--- src/inc/port_ans_cn_defs.svh ---
`ifndef PORT_ANS_CN_DEFS_SVH
`define PORT_ANS_CN_DEFS_SVH

// register byte offsets on the axi4-lite bus
`define OFS_ANS_A 8'h00
`define OFS_ANS_B 8'h04
`define OFS_ANS_C 8'h08
`define OFS_DIR_A 8'h0C
`define OFS_DIR_B 8'h10
`define OFS_DIR_C 8'h14
`define OFS_LAT_A 8'h18
`define OFS_LAT_B 8'h1C
`define OFS_LAT_C 8'h20
`define OFS_PORT_A 8'h24
`define OFS_PORT_B 8'h28
`define OFS_PORT_C 8'h2C
`define OFS_CN_EN_LO 8'h30
`define OFS_CN_EN_HI 8'h34
`define OFS_PU_LO 8'h38
`define OFS_PU_HI 8'h3C
`define OFS_PD_LO 8'h40
`define OFS_PD_HI 8'h44
`define OFS_CN_STAT 8'h48

// implemented analog select bits, full pin-count variant
`define ANS_A_MASK 16'h000F
`define ANS_B_MASK 16'hF01F
`define ANS_B_BIT3 16'h0008
`define ANS_C_MASK 16'h0007

// reset values
`define ANS_RESET 16'hFFFF
`define DIR_RESET 16'hFFFF
`define LAT_RESET 16'h0000
`define CN_RESET 23'h00_0000

// change-notification input split over lo/hi registers
`define CN_LO_BITS 16
`define CN_HI_BITS 7
`define CN_STAT_FLAG_BIT 0

// axi responses
`define RESP_OKAY 2'b00
`define RESP_SLVERR 2'b10

`endif

--- src/inc/port_ans_cn_pkg.sv ---
package port_ans_cn_pkg;

    // write channel sequencer, one-hot
    typedef enum logic [1:0] {
        WR_IDLE = 2'b01,
        WR_RESP = 2'b10
    } wr_state_e;

    // read channel sequencer, one-hot
    typedef enum logic [1:0] {
        RD_IDLE = 2'b01,
        RD_RESP = 2'b10
    } rd_state_e;

    // master to slave axi4-lite signals
    typedef struct packed {
        logic awvalid;
        logic [7:0] awaddr;
        logic wvalid;
        logic [31:0] wdata;
        logic [3:0] wstrb;
        logic bready;
        logic arvalid;
        logic [7:0] araddr;
        logic rready;
    } axi_req_s;

    // slave to master axi4-lite signals
    typedef struct packed {
        logic awready;
        logic wready;
        logic bvalid;
        logic [1:0] bresp;
        logic arready;
        logic rvalid;
        logic [31:0] rdata;
        logic [1:0] rresp;
    } axi_rsp_s;

    // three 16-bit ports, index 0 = a, 1 = b, 2 = c
    typedef logic [2:0][15:0] port3_t;

    // whole module state
    typedef struct packed {
        port3_t ans;
        port3_t dir;
        port3_t lat;
        port3_t pin_out;
        port3_t pin_oe;
        logic [22:0] cn_en;
        logic [22:0] pu;
        logic [22:0] pd;
        logic [22:0] pu_out;
        logic [22:0] pd_out;
        logic [22:0] snap;
        logic cn_flag;
        logic aw_got;
        logic [7:0] awaddr;
        logic w_got;
        logic [31:0] wdata;
        logic [3:0] wstrb;
        wr_state_e wr_st;
        rd_state_e rd_st;
        axi_rsp_s rsp;
    } state_s;

endpackage

--- src/rtl/port_ans_cn.sv ---
// The AXI4-Lite register port and the register addresses were decided locally.
`timescale 1ns/1ps
`include "port_ans_cn_defs.svh"

// Function
// - analog pin set to output drives latch level
// - analog pins read zero in port value
// - analog select one disables digital input buffer
// - port a select bits 3..0, reset one
// - port b bits 15..12, 4..0, reset one
// - port b bit 3 absent on 20-pin
// - port c bits 2..0, absent on 20/28-pin
// - non-analog bits unimplemented, one register per port
// - change of state raises interrupt request
// - detection survives stopped clock in sleep
// - 23 change inputs, each individually selectable
// - two enable registers gate change interrupts
// - two pull-up registers, one bit per input
// - two pull-down registers, one bit per input
// - direction one is input, reset to input
module port_ans_cn
    import port_ans_cn_pkg::*;
#(
    parameter int PIN_COUNT = 44 // 20, 28, 44 or 48 pin variant
)(
    input wire logic aclk,
    input wire logic aresetn,
    input wire axi_req_s axi_req,
    output axi_rsp_s axi_rsp,
    input wire port3_t pin_in,
    output port3_t pin_out,
    output port3_t pin_oe,
    input wire logic [22:0] change_in,
    input wire logic sleep,
    output logic [22:0] pullup_en,
    output logic [22:0] pulldown_en,
    output logic change_irq,
    output port3_t digital_in_off
);

    // implemented analog select bits for this variant
    localparam logic [15:0] ANS_B_IMPL = (PIN_COUNT == 20) ?
        (`ANS_B_MASK & ~`ANS_B_BIT3) : `ANS_B_MASK;
    localparam logic [15:0] ANS_C_IMPL = (PIN_COUNT <= 28) ?
        16'h0000 : `ANS_C_MASK;
    localparam port3_t ANS_IMPL = {ANS_C_IMPL, ANS_B_IMPL, `ANS_A_MASK};

    state_s s_r; // registered state
    state_s s_nxt; // next state

    logic [15:0] wr_val; // write data merged with byte strobes
    logic [31:0] rd_val; // read mux result
    logic rd_hit; // read address decoded
    logic wr_hit; // write address decoded
    logic [22:0] cn_diff; // enabled pins differing from snapshot
    port3_t pin_val; // port value register contents

    // merge 16-bit register with low two byte lanes
    function automatic logic [15:0] merge16(input logic [15:0] old, input logic [31:0] d,
                                            input logic [3:0] strb);
        logic [15:0] r;
        r = old;
        if (strb[0])
        begin
            r[7:0] = d[7:0];
        end
        if (strb[1])
        begin
            r[15:8] = d[15:8];
        end
        return r;
    endfunction

    // true when the address names a mapped register
    function automatic logic addr_mapped(input logic [7:0] a);
        return (a[1:0] == 2'b00) && (a <= `OFS_CN_STAT);
    endfunction

    // port value: digital buffer off reads as low level
    always_comb
    begin
        for (int p = 0; p < 3; p++)
        begin
            pin_val[p] = pin_in[p] & ~(s_r.ans[p] & ANS_IMPL[p]);
        end
    end

    // change detect: live pins against recorded level, no clock on this path
    assign cn_diff = (change_in ^ s_r.snap) & s_r.cn_en;

    // read decode
    always_comb
    begin
        rd_hit = addr_mapped(axi_req.araddr);
        rd_val = 32'h0000_0000;
        case (axi_req.araddr)
            `OFS_ANS_A: rd_val = {16'h0000, s_r.ans[0]};
            `OFS_ANS_B: rd_val = {16'h0000, s_r.ans[1]};
            `OFS_ANS_C: rd_val = {16'h0000, s_r.ans[2]};
            `OFS_DIR_A: rd_val = {16'h0000, s_r.dir[0]};
            `OFS_DIR_B: rd_val = {16'h0000, s_r.dir[1]};
            `OFS_DIR_C: rd_val = {16'h0000, s_r.dir[2]};
            `OFS_LAT_A: rd_val = {16'h0000, s_r.lat[0]};
            `OFS_LAT_B: rd_val = {16'h0000, s_r.lat[1]};
            `OFS_LAT_C: rd_val = {16'h0000, s_r.lat[2]};
            `OFS_PORT_A: rd_val = {16'h0000, pin_val[0]};
            `OFS_PORT_B: rd_val = {16'h0000, pin_val[1]};
            `OFS_PORT_C: rd_val = {16'h0000, pin_val[2]};
            `OFS_CN_EN_LO: rd_val = {16'h0000, s_r.cn_en[15:0]};
            `OFS_CN_EN_HI: rd_val = {25'h000_0000, s_r.cn_en[22:16]};
            `OFS_PU_LO: rd_val = {16'h0000, s_r.pu[15:0]};
            `OFS_PU_HI: rd_val = {25'h000_0000, s_r.pu[22:16]};
            `OFS_PD_LO: rd_val = {16'h0000, s_r.pd[15:0]};
            `OFS_PD_HI: rd_val = {25'h000_0000, s_r.pd[22:16]};
            `OFS_CN_STAT: rd_val = {31'h0000_0000, s_r.cn_flag};
            default: rd_val = 32'h0000_0000; // unmapped reads zero
        endcase
    end

    // next-state logic for registers, pins and both bus channels
    always_comb
    begin
        s_nxt = s_r;
        wr_hit = addr_mapped(s_r.awaddr);
        wr_val = merge16(16'h0000, s_r.wdata, s_r.wstrb);

        // write address and data may arrive in either order
        if (axi_req.awvalid && s_r.rsp.awready)
        begin
            s_nxt.aw_got = 1'b1;
            s_nxt.awaddr = axi_req.awaddr;
        end
        if (axi_req.wvalid && s_r.rsp.wready)
        begin
            s_nxt.w_got = 1'b1;
            s_nxt.wdata = axi_req.wdata;
            s_nxt.wstrb = axi_req.wstrb;
        end

        // detection: snapshot tracks pins while awake
        if (!sleep)
        begin
            s_nxt.snap = change_in;
        end
        // during sleep the snapshot holds, so a change made while the
        // clock was stopped still mismatches once it runs again
        if (|cn_diff)
        begin
            s_nxt.cn_flag = 1'b1;
        end

        case (s_r.wr_st)
            WR_IDLE:
            begin
                if (s_r.aw_got && s_r.w_got)
                begin
                    // perform the write, then answer
                    case (s_r.awaddr)
                        `OFS_ANS_A: s_nxt.ans[0] = merge16(s_r.ans[0], s_r.wdata, s_r.wstrb) & ANS_IMPL[0];
                        `OFS_ANS_B: s_nxt.ans[1] = merge16(s_r.ans[1], s_r.wdata, s_r.wstrb) & ANS_IMPL[1];
                        `OFS_ANS_C: s_nxt.ans[2] = merge16(s_r.ans[2], s_r.wdata, s_r.wstrb) & ANS_IMPL[2];
                        `OFS_DIR_A: s_nxt.dir[0] = merge16(s_r.dir[0], s_r.wdata, s_r.wstrb);
                        `OFS_DIR_B: s_nxt.dir[1] = merge16(s_r.dir[1], s_r.wdata, s_r.wstrb);
                        `OFS_DIR_C: s_nxt.dir[2] = merge16(s_r.dir[2], s_r.wdata, s_r.wstrb);
                        // writes to the port value register land in the latch
                        `OFS_LAT_A, `OFS_PORT_A: s_nxt.lat[0] = merge16(s_r.lat[0], s_r.wdata, s_r.wstrb);
                        `OFS_LAT_B, `OFS_PORT_B: s_nxt.lat[1] = merge16(s_r.lat[1], s_r.wdata, s_r.wstrb);
                        `OFS_LAT_C, `OFS_PORT_C: s_nxt.lat[2] = merge16(s_r.lat[2], s_r.wdata, s_r.wstrb);
                        `OFS_CN_EN_LO: s_nxt.cn_en[15:0] = merge16(s_r.cn_en[15:0], s_r.wdata, s_r.wstrb);
                        `OFS_CN_EN_HI: s_nxt.cn_en[22:16] = wr_val[6:0] | (s_r.cn_en[22:16] & {7{~s_r.wstrb[0]}});
                        `OFS_PU_LO: s_nxt.pu[15:0] = merge16(s_r.pu[15:0], s_r.wdata, s_r.wstrb);
                        `OFS_PU_HI: s_nxt.pu[22:16] = wr_val[6:0] | (s_r.pu[22:16] & {7{~s_r.wstrb[0]}});
                        `OFS_PD_LO: s_nxt.pd[15:0] = merge16(s_r.pd[15:0], s_r.wdata, s_r.wstrb);
                        `OFS_PD_HI: s_nxt.pd[22:16] = wr_val[6:0] | (s_r.pd[22:16] & {7{~s_r.wstrb[0]}});
                        `OFS_CN_STAT:
                        begin
                            // write one clears; a change this cycle wins
                            if (s_r.wstrb[0] && s_r.wdata[`CN_STAT_FLAG_BIT] && !(|cn_diff))
                            begin
                                s_nxt.cn_flag = 1'b0;
                            end
                        end
                        default:
                        begin
                            // unmapped: nothing stored
                        end
                    endcase
                    s_nxt.aw_got = 1'b0;
                    s_nxt.w_got = 1'b0;
                    s_nxt.rsp.bvalid = 1'b1;
                    s_nxt.rsp.bresp = wr_hit ? `RESP_OKAY : `RESP_SLVERR;
                    s_nxt.wr_st = WR_RESP;
                end
            end
            WR_RESP:
            begin
                if (axi_req.bready)
                begin
                    s_nxt.rsp.bvalid = 1'b0;
                    s_nxt.wr_st = WR_IDLE;
                end
            end
            default:
            begin
                s_nxt.wr_st = WR_IDLE;
            end
        endcase
        // ready while the holding slot is free and no answer is pending
        s_nxt.rsp.awready = !s_nxt.aw_got && (s_nxt.wr_st == WR_IDLE);
        s_nxt.rsp.wready = !s_nxt.w_got && (s_nxt.wr_st == WR_IDLE);

        case (s_r.rd_st)
            RD_IDLE:
            begin
                if (axi_req.arvalid)
                begin
                    s_nxt.rsp.rvalid = 1'b1;
                    s_nxt.rsp.rdata = rd_val;
                    s_nxt.rsp.rresp = rd_hit ? `RESP_OKAY : `RESP_SLVERR;
                    s_nxt.rsp.arready = 1'b0;
                    s_nxt.rd_st = RD_RESP;
                end
            end
            RD_RESP:
            begin
                if (axi_req.rready)
                begin
                    s_nxt.rsp.rvalid = 1'b0;
                    s_nxt.rsp.arready = 1'b1;
                    s_nxt.rd_st = RD_IDLE;
                end
            end
            default:
            begin
                s_nxt.rd_st = RD_IDLE;
            end
        endcase

        // pad drive from the new latch and direction values
        for (int p = 0; p < 3; p++)
        begin
            s_nxt.pin_out[p] = s_nxt.lat[p];
            s_nxt.pin_oe[p] = ~s_nxt.dir[p];
        end
        // pulls follow their registers; no interlock, software keeps them exclusive
        s_nxt.pu_out = s_nxt.pu;
        s_nxt.pd_out = s_nxt.pd;
    end

    // state register, synchronous active-low reset
    always_ff @(posedge aclk)
    begin
        if (!aresetn)
        begin
            s_r <= '0;
            s_r.ans <= {3{`ANS_RESET}} & ANS_IMPL;
            s_r.dir <= {3{`DIR_RESET}};
            s_r.lat <= {3{`LAT_RESET}};
            s_r.pin_out <= {3{`LAT_RESET}};
            s_r.pin_oe <= '0;
            s_r.cn_en <= `CN_RESET;
            s_r.pu <= `CN_RESET;
            s_r.pd <= `CN_RESET;
            s_r.wr_st <= WR_IDLE;
            s_r.rd_st <= RD_IDLE;
            s_r.rsp.awready <= 1'b1;
            s_r.rsp.wready <= 1'b1;
            s_r.rsp.arready <= 1'b1;
        end
        else
        begin
            s_r <= s_nxt;
        end
    end

    // outputs straight from state flops
    assign axi_rsp = s_r.rsp;
    assign pin_out = s_r.pin_out;
    assign pin_oe = s_r.pin_oe;
    assign pullup_en = s_r.pu_out;
    assign pulldown_en = s_r.pd_out;
    assign change_irq = s_r.cn_flag;
    assign digital_in_off = s_r.ans;

endmodule

--- config.mk ---
export PLATFORM = sky130hd
export DESIGN_NAME = port_ans_cn
export DESIGN_NICKNAME = d
export VERILOG_FILES = /design/src/inc/port_ans_cn_pkg.sv /design/src/rtl/port_ans_cn.sv
export VERILOG_INCLUDE_DIRS = /design/src /design/src/inc
export SDC_FILE = /design/constraint.sdc
export NUM_CORES = 1
export LEC_CHECK = 0
export BUFFER_PORTS_ARGS = -buffer_cell sky130_fd_sc_hd__buf_2
export CAP_MARGIN = 0
export CORE_ASPECT_RATIO = 0.9
export CORE_MARGIN = 3
export CORE_UTILIZATION = 39
export CTS_BUF_LIST = sky130_fd_sc_hd__clkbuf_16
export DETAILED_ROUTE_END_ITERATION = 10
export RECOVER_POWER = 25
export SLEW_MARGIN = 20
export SYNTH_ARGS = -nofsm -noshare
export SYNTH_HDL_FRONTEND = slang
export SYNTH_SLANG_ARGS = --single-unit
--- constraint.sdc ---
create_clock -name aclk -period 4 [get_ports aclk]
set_input_delay 0.2 -clock aclk [delete_from_list [all_inputs] [get_ports aclk]]
set_output_delay 0.2 -clock aclk [all_outputs]
set_load 0.02 [all_outputs]
==> run summary, run 1 <==
DRC errors left: 0
Number of sinks on the clock net: 308
Wire length of the first global-routing pass: 80900 um
Clock tree buffer depth: 3
HPWL after DPL: 43200 um
Pins over their slew limit: 154
Seq pwr share: 45.8%
Average size of a mapped cell: 9.18 um2
Synth-to-Final Area Change: 11.0%
Effective utilization at floorplan: 39.9%
Average wire per standard cell: 23.8 um
Worst-path fanout max: 18
Pin slew with the least headroom to its limit: 2.39 ns
Count of max-cap constraint violations: 2
Final Routed Wirelength: 56900 um
Pin count of the biggest net entering global routing: 130
Violated checks: capacitance limit, slew limit
Remaining number of nets flagged by the antenna check after routing: 0
Data arrival, critical path: 3.31 ns
I/O pins: 363
Vias in the first global route: 12.2k
R2r startpoint: s_r[44]$_SDFF_PN0_
Share of power burned in combinational logic: 11.0%
Total CTS buffers: 35
Most instantiated flip-flop cell in the synthesis netlist: sky130_fd_sc_hd__dfxtp_1
Library cells used by synthesis: 81
Fraction of synthesized cell area taken by the top area cell type: 38.8%
Core footprint: 0.0399 mm2
Sequential area share after synthesis: 38.8%
Start point of the worst hold path: axi_req[10]
Max Clk Rate: 331 MHz
Result of the run: finished with violations
Proportion of layout cells with a drive suffix above 1: 18.2%
Total number of yosys warnings: 0
Port bufs: 294
Required time at the worst-slack endpoint: 4.29 ns
Hold WC Path Type: input port to flop
Share of synthesized flip-flops with an asynchronous set or reset: 0%
Capture instance of the worst register-to-register path: s_r[402]$_SDFF_PN1_
Most common cell on crit path: sky130_fd_sc_hd__and3_1
Number of levels the H-tree was split into: 2
Relative contribution of the clock network to total power: 43.2%
Number of flip-flops and latches in the synthesized netlist: 308
Remaining max-slew budget at the tightest pin: -59.5%
Worst path slowest cell: sky130_fd_sc_hd__and3_1
Total Negative Setup Slacks: 0 ns
Via density per instance: 5.41
Initial antenna violation count: 3
Biggest area contributors in the synthesized netlist: sky130_fd_sc_hd__dfxtp_1, sky130_fd_sc_hd__mux2i_1, sky130_fd_sc_hd__buf_4
Fillers: 4075
Clock-pin slew on the worst setup and hold paths: 0.06 ns
Switching part of the total power: 27.3%
Count of final setup violators: 0
Worst Skew: 0.0186 ns
Clock latency of the later-clocked register in the worst-skew pair: 0.52 ns
Unrepaired setup endpoints after global routing: false
Time the final worst path needs with I/O delays and setup: 3.02 ns
Final std cells w/o fill: 2394
Number of vias after detailed routing: 13.0k
First-iteration detailed-routing DRC count: 1273
Top cells by instance count after synthesis: sky130_fd_sc_hd__dfxtp_1, sky130_fd_sc_hd__buf_4, sky130_fd_sc_hd__nand2_1, sky130_fd_sc_hd__mux2i_1, sky130_fd_sc_hd__nor2b_1
Period utilisation layout: 75.5%
Worst Reg-to-Reg Cells: 7
Endpoint kind of the worst setup timing path: flop
Worst Hold Depth: 3
Number of instances in the synthesized netlist: 1732
Number of core rows: 69
Clk Tree Root Cell: sky130_fd_sc_hd__clkbuf_16
Total die area: 0.0432 mm2
Total power divided by cell area: 413 mW/mm2
Placed cell count: 2284
Antenna diode count: 0
Delay of the slowest cell on the worst path: 0.70 ns
Leading area contributor after synthesis: sky130_fd_sc_hd__dfxtp_1
Element type at the critical path start: flop
Library cell with the highest instance count after synthesis: sky130_fd_sc_hd__dfxtp_1
RD Place Congestion: 0.963
Clock tree from TritonCTS: built
Number of nets in the finished design: 1972
Leak pwr: 7.54 nW
List of cells traversed by the critical path: inv_1 > ha_1 > and3_1 > and3_1 > nand2_2 > mux2i_1 > nand2_1
Grt ovf: 0
Number of detailed-route iterations in the first pass: 7
Mapped Area: 0.0159 mm2
Internal Dissipation: 0.00530 W
Die Ht: 198 um
Worst hold path endpoint: s_r[43]$_SDFF_PN1_
Overall die width: 219 um
Number of flops mapped to enable cells by yosys: 0
Path type of the worst setup path: flop to flop
Maximum vdd drop: 0.275 mV
Total global-route track usage: 25.2%
Endpoints failing hold: 0
Flop-to-flop setup slack: 0.98 ns
Net switching power: 0.00199 W
## metrics by stage
| stage | hold slack [ns] | util, % | worst slack (ns) | cell area (um2) | power, W |
|---|---|---|---|---|---|
| 6_report | 0.0290 | 44.2 | 0.979 | 17600 | 0.00729 |
| 5_1_grt | 0.0558 | 44.2 | 0.712 | 17600 | 0.00753 |
| 4_1_cts | 0.00667 | 44.5 | 1.04 | 17800 | 0.00732 |
| 2_1_floorplan | 0.345 | - | 2.11 | 16100 | 0.00393 |
| 3_3_place_gp | 0.435 | 40.5 | 1.17 | 16200 | 0.00415 |
| 3_5_place_dp | 0.452 | 40.5 | 1.08 | 16200 | 0.00416 |
## cells by family after synthesis
group                    after synthesis  share of synthesized area, %
AO/OA/AOI/OAI                        240                          10.8
XOR/XNOR                              24                          1.32
adder cells (fa/ha/maj)                2                         0.157
buffers and inverters                357                          14.3
flip-flops                           308                          38.8
multiplexers                         214                          14.1
other                                  1                        0.0236
AND/OR/NAND/NOR                      586                          20.4
## per-layer routing
layer / vias up / part of all wire (%) / GRT usage [%]
met3: 134 / 9.4 / 5.37
met2: 679 / 44 / 38.8
met4: 4 / 4.1 / 9.89
met5: - / 0.047 / 0
li1: 5888 / - / -
met1: 6248 / 43 / 34.7
## worst max path at each step
stage                                   from                    end  slack, ns  cells after the start
after floorplan           s_r[44]$_SDFF_PN0_   pin_oe[0]$_SDFF_PN0_       2.11                      9
after global placement    s_r[44]$_SDFF_PN0_  pin_oe[28]$_SDFF_PN0_       1.17                      7
after detailed placement  s_r[44]$_SDFF_PN0_    s_r[412]$_SDFF_PN1_       1.08                      7
after CTS                 s_r[44]$_SDFF_PN0_    s_r[412]$_SDFF_PN1_       1.04                      7
after global routing      s_r[44]$_SDFF_PN0_    s_r[411]$_SDFF_PN1_       0.71                      7
final                     s_r[44]$_SDFF_PN0_    s_r[402]$_SDFF_PN1_       0.98                      7
## layout make-up
cell class,count,area [um2],share of cell area [%]
clock inverter,23,178,1.01
timing repair buffer,365,2000,11.4
tap,532,666,3.77
sequential,308,6170,34.9
inverter,13,48.8,0.277
clock buffer,37,926,5.25
multi-input combinational,1116,7660,43.4
## power by group through the flow
| stage | clock network [W] | logic, W | registers (W) |
|---|---|---|---|
| 2_1_floorplan | 0 | 0.000667 | 0.00326 |
| 3_3_place_gp | 0 | 0.000744 | 0.00340 |
| 3_5_place_dp | 0 | 0.000757 | 0.00341 |
| 4_1_cts | 0.00319 | 0.000797 | 0.00334 |
| 5_1_grt | 0.00330 | 0.000870 | 0.00335 |
| 6_report | 0.00315 | 0.000803 | 0.00334 |
## sequential cells by signal, summed over array words and instances, names as in the netlist, named ones only
signal	flops
pin_oe	48
pulldown_en	16
pullup_en	16
s_r	119
axi_rsp	23
pin_out	48
digital_in_off	16
change_irq	1
## placed cells by master, fill, tap and decap left out, drive strengths merged, types with 5 or more instances in the layout
master and instances:
nand3b 8, nor2 34, a22oi 31, o211ai 6, nor4b 8, mux4 5, o22ai 9, mux2 31
xor2 23, mux2i 178, nand2 198, nor3 15, dlygate4sd3 50, o21ai 39, nand4 11, and2 84
inv 23, nor3b 6, o31ai 6, dfxtp 308, clkbuf 138, nand2b 5, nor4 7, a32oi 9
nor2b 104, clkinv 10, buf 214, and3 8, a21boi 69, conb 50, a21oi 24, a31oi 7
nand3 80
## critical path: cells and delay by family, from the launching register on
family                   cells  cell delay, ns
adder cells (fa/ha/maj)      1            0.35
buffers and inverters        1            0.09
flip-flops                   1            0.32
multiplexers                 1            0.30
AND/OR/NAND/NOR              4            1.71
## repair_timing
item	4_1_cts	5_1_grt
endpoints found under the hold margin	50	0
resized for setup	0	0
buffers inserted	0	0
setup endpoints to repair	0	0
hold buffers	50	0
Note: power is estimated with default switching activity, not from simulation.
==> run 2, diff against run 1 <==
Clock period 4 ns to 3.2 ns, I/O delays scaled along.
==> run 2 against run 1 <==
Effect of this change:
- the flow now finishes without violations
- utilization grew 0.46 points
- global-route usage grew 0.24 points
- maximum frequency grew 15%
- via count is essentially flat
- cell count grew 0.75%
- worst setup slack lost 0.41 ns
- first-iteration DRC count shrank 4.6%
- non-clock buffer count grew 12
- clock skew shrank 0.0012 ns
- count of clock-buffer cells in the layout grew 1
- power grew 27%
- die area is the same
==> run summary, run 2 (synthesized netlist as in run 1, its figures left out) <==
Final Routed Wirelength: 56900 um (about the same)
Overall power: 0.00929 W (was 0.00729 W)
Port bufs: 294 (unchanged)
Number of buffers added for setup after CTS: 0 (unchanged)
Count of final setup violators: 0 (unchanged)
Clock latency of the later-clocked register in the worst-skew pair: 0.53 ns (was 0.52 ns)
Average wire per standard cell: 23.6 um (was 23.8 um)
Data arrival, critical path: 3.00 ns (was 3.31 ns)
Number of vias after detailed routing: 13.0k (about the same)
R2r startpoint: s_r[84]$_SDFFE_PN0P_ (was s_r[44]$_SDFF_PN0_)
CP Launch Point: s_r[84]$_SDFFE_PN0P_ (was s_r[44]$_SDFF_PN0_)
Number of core rows: 69 (unchanged)
List of cells traversed by the critical path: nor4b_2 > nand3_2 > nor2_4 > mux2i_1 > nand2_1 (was inv_1 > ha_1 > and3_1 > and3_1 > nand2_2 > mux2i_1 > nand2_1)
Grt ovf: 0 (unchanged)
Leak pwr: 7.65 nW (was 7.54 nW)
Most used cells in the layout excluding fill and tap cells: sky130_fd_sc_hd__dfxtp_1, sky130_fd_sc_hd__buf_2, sky130_fd_sc_hd__nand2_1 (was sky130_fd_sc_hd__dfxtp_1, sky130_fd_sc_hd__nand2_1, sky130_fd_sc_hd__buf_2)
Number of buffer and inverter instances along the worst setup path: 0 (was 1)
Vias in the first global route: 12.5k (was 12.2k)
Remaining number of nets flagged by the antenna check after routing: 0 (unchanged)
Proportion of layout cells with a drive suffix above 1: 18.9% (was 18.2%)
Via density per instance: 5.37 (was 5.41)
Element type at the critical path start: flop (unchanged)
Endpoint kind of the worst setup timing path: flop (unchanged)
Total die area: 0.0432 mm2 (unchanged)
Antenna diode count: 0 (unchanged)
Biggest registers after layout: s_r x119, pin_oe x48, pin_out x48 (unchanged)
Final Cell Area: 0.0178 mm2 (was 0.0176 mm2)
Number of nets in the finished design: 1985 (was 1972)
Count of max-cap constraint violations: 0 (was 2)
Time the final worst path needs with I/O delays and setup: 2.63 ns (was 3.02 ns)
Max Clk Rate: 380 MHz (was 331 MHz)
Core utilization of the finished layout: 44.7% (was 44.2%)
Die Ht: 198 um (unchanged)
Clock-pin slew on the worst setup and hold paths: 0.06 ns (about the same)
Fillers: 4009 (was 4075)
Flip-flop count of the largest register after layout: 119 (unchanged)
First-iteration detailed-routing DRC count: 1215 (was 1273)
Worst path slowest cell: sky130_fd_sc_hd__dfxtp_1 (was sky130_fd_sc_hd__and3_1)
Clock tree buffer depth: 3 (unchanged)
Required time at the worst-slack endpoint: 3.56 ns (was 4.29 ns)
Worst Skew: 0.0174 ns (was 0.0186 ns)
Total CTS buffers: 36 (was 35)
Period utilisation layout: 82.3% (was 75.5%)
Most flops, register: s_r (unchanged)
Number of levels the H-tree was split into: 2 (unchanged)
Hold WC Path Type: input port to flop (unchanged)
Worst-path fanout max: 13 (was 18)
Clock tree from TritonCTS: built (unchanged)
Most common cell after layout, fill and taps aside: sky130_fd_sc_hd__dfxtp_1 (unchanged)
Total power divided by cell area: 521 mW/mm2 (was 413 mW/mm2)
Number of detailed-route iterations in the first pass: 5 (was 7)
Synth-to-Final Area Change: 12.1% (was 11.0%)
Total Negative Setup Slacks: 0 ns (unchanged)
Initial antenna violation count: 3 (unchanged)
Result of the run: complete, no violations (was finished with violations)
Clk Tree Root Cell: sky130_fd_sc_hd__clkbuf_16 (unchanged)
Pin count of the biggest net entering global routing: 108 (was 130)
Delay of the slowest cell on the worst path: 0.66 ns (was 0.70 ns)
Unrepaired setup endpoints after global routing: false (unchanged)
Core footprint: 0.0399 mm2 (unchanged)
Wire length of the first global-routing pass: 81900 um (was 80900 um)
Area after DPL: 0.0162 mm2 (about the same)
Total global-route track usage: 25.5% (was 25.2%)
HPWL after DPL: 43500 um (was 43200 um)
I/O pins: 363 (unchanged)
Start point of the worst hold path: axi_req[56] (was axi_req[10])
Path type of the worst setup path: flop to flop (unchanged)
DRC errors left: 0 (unchanged)
Pin slew with the least headroom to its limit: 1.41 ns (was 2.39 ns)
Overall die width: 219 um (unchanged)
Effective utilization at floorplan: 39.9% (unchanged)
Remaining max-slew budget at the tightest pin: 6.15% (was -59.5%)
Number of sinks on the clock net: 308 (unchanged)
Maximum vdd drop: 0.343 mV (was 0.275 mV)
Endpoints failing hold: 0 (unchanged)
Pins over their slew limit: 0 (was 154)
Delay-heaviest family, CP: simple AND/OR/NAND/NOR gates (unchanged)
RD Place Congestion: 0.923 (was 0.963)
run 2: changes by cell type in the layout (fill, tap and decap cells not counted), sizes merged:
| cell | change |
|---|---|
| buf | +16 |
| clkbuf | -6 |
| clkinv | +5 |
| dlygate4sd3 | +3 |
| bufinv | +1 |
| inv | -1 |
run 2: final timing paths:
path / end / slack [ns] / cells after the start
max: s_r[407]$_SDFF_PN1_ / 0.57 / 5
min: s_r[89]$_SDFFE_PN0P_ / 0.02 / 3
max reg2reg: s_r[407]$_SDFF_PN1_ / 0.57 / 5
min reg2reg: axi_rsp[12]$_SDFFE_PN0P_ / 0.45 / 2
run 2: area by class of cell:
type / count / area, um2 / area share, %
inverter: 13 / 48.8 / 0.274
clock buffer: 38 / 951 / 5.33
timing repair buffer: 377 / 2120 / 11.9
tap: 532 / 666 / 3.73
clock inverter: 28 / 226 / 1.27
multi-input combinational: 1116 / 7650 / 42.9
sequential: 308 / 6170 / 34.6
run 2: where the power goes:
part | leakage [nW] | internal [W] | total [W] | switching (W)
clock network | 0.609 | 0.00246 | 0.00409 | 0.00163
registers | 2.49 | 0.00394 | 0.00417 | 0.000233
logic | 4.55 | 0.000388 | 0.00103 | 0.000644
run 2: metrics by stage:
step	std cells	hold slack, ns	setup slack [ns]
2_1_floorplan	1781	0.305	1.31
3_3_place_gp	2293	0.415	0.707
3_5_place_dp	2293	0.418	0.672
4_1_cts	2412	0.00313	0.660
5_1_grt	2412	0.0394	0.468
6_report	2412	0.0164	0.567
run 2: worst min-delay path: stages:
cell and delay [ns]:
sky130_fd_sc_hd__buf_2 0.16, sky130_fd_sc_hd__nand3_1 0.10, sky130_fd_sc_hd__a21boi_0 0.07
run 2: what timing repair did:
action,4_1_cts,5_1_grt
endpoints found under the setup margin,0,0
resized for setup,0,0
hold buffers,53,0
endpoints found under the hold margin,52,0
run 2: per-layer routing:
metal  track usage, %  up-vias  share of wire, %
met5                0        -             0.012
met4             6.65        2               2.3
met3             4.91       90               8.5
met2             40.9      613                46
met1             35.2     6319                43
li1                 -     5934                 -
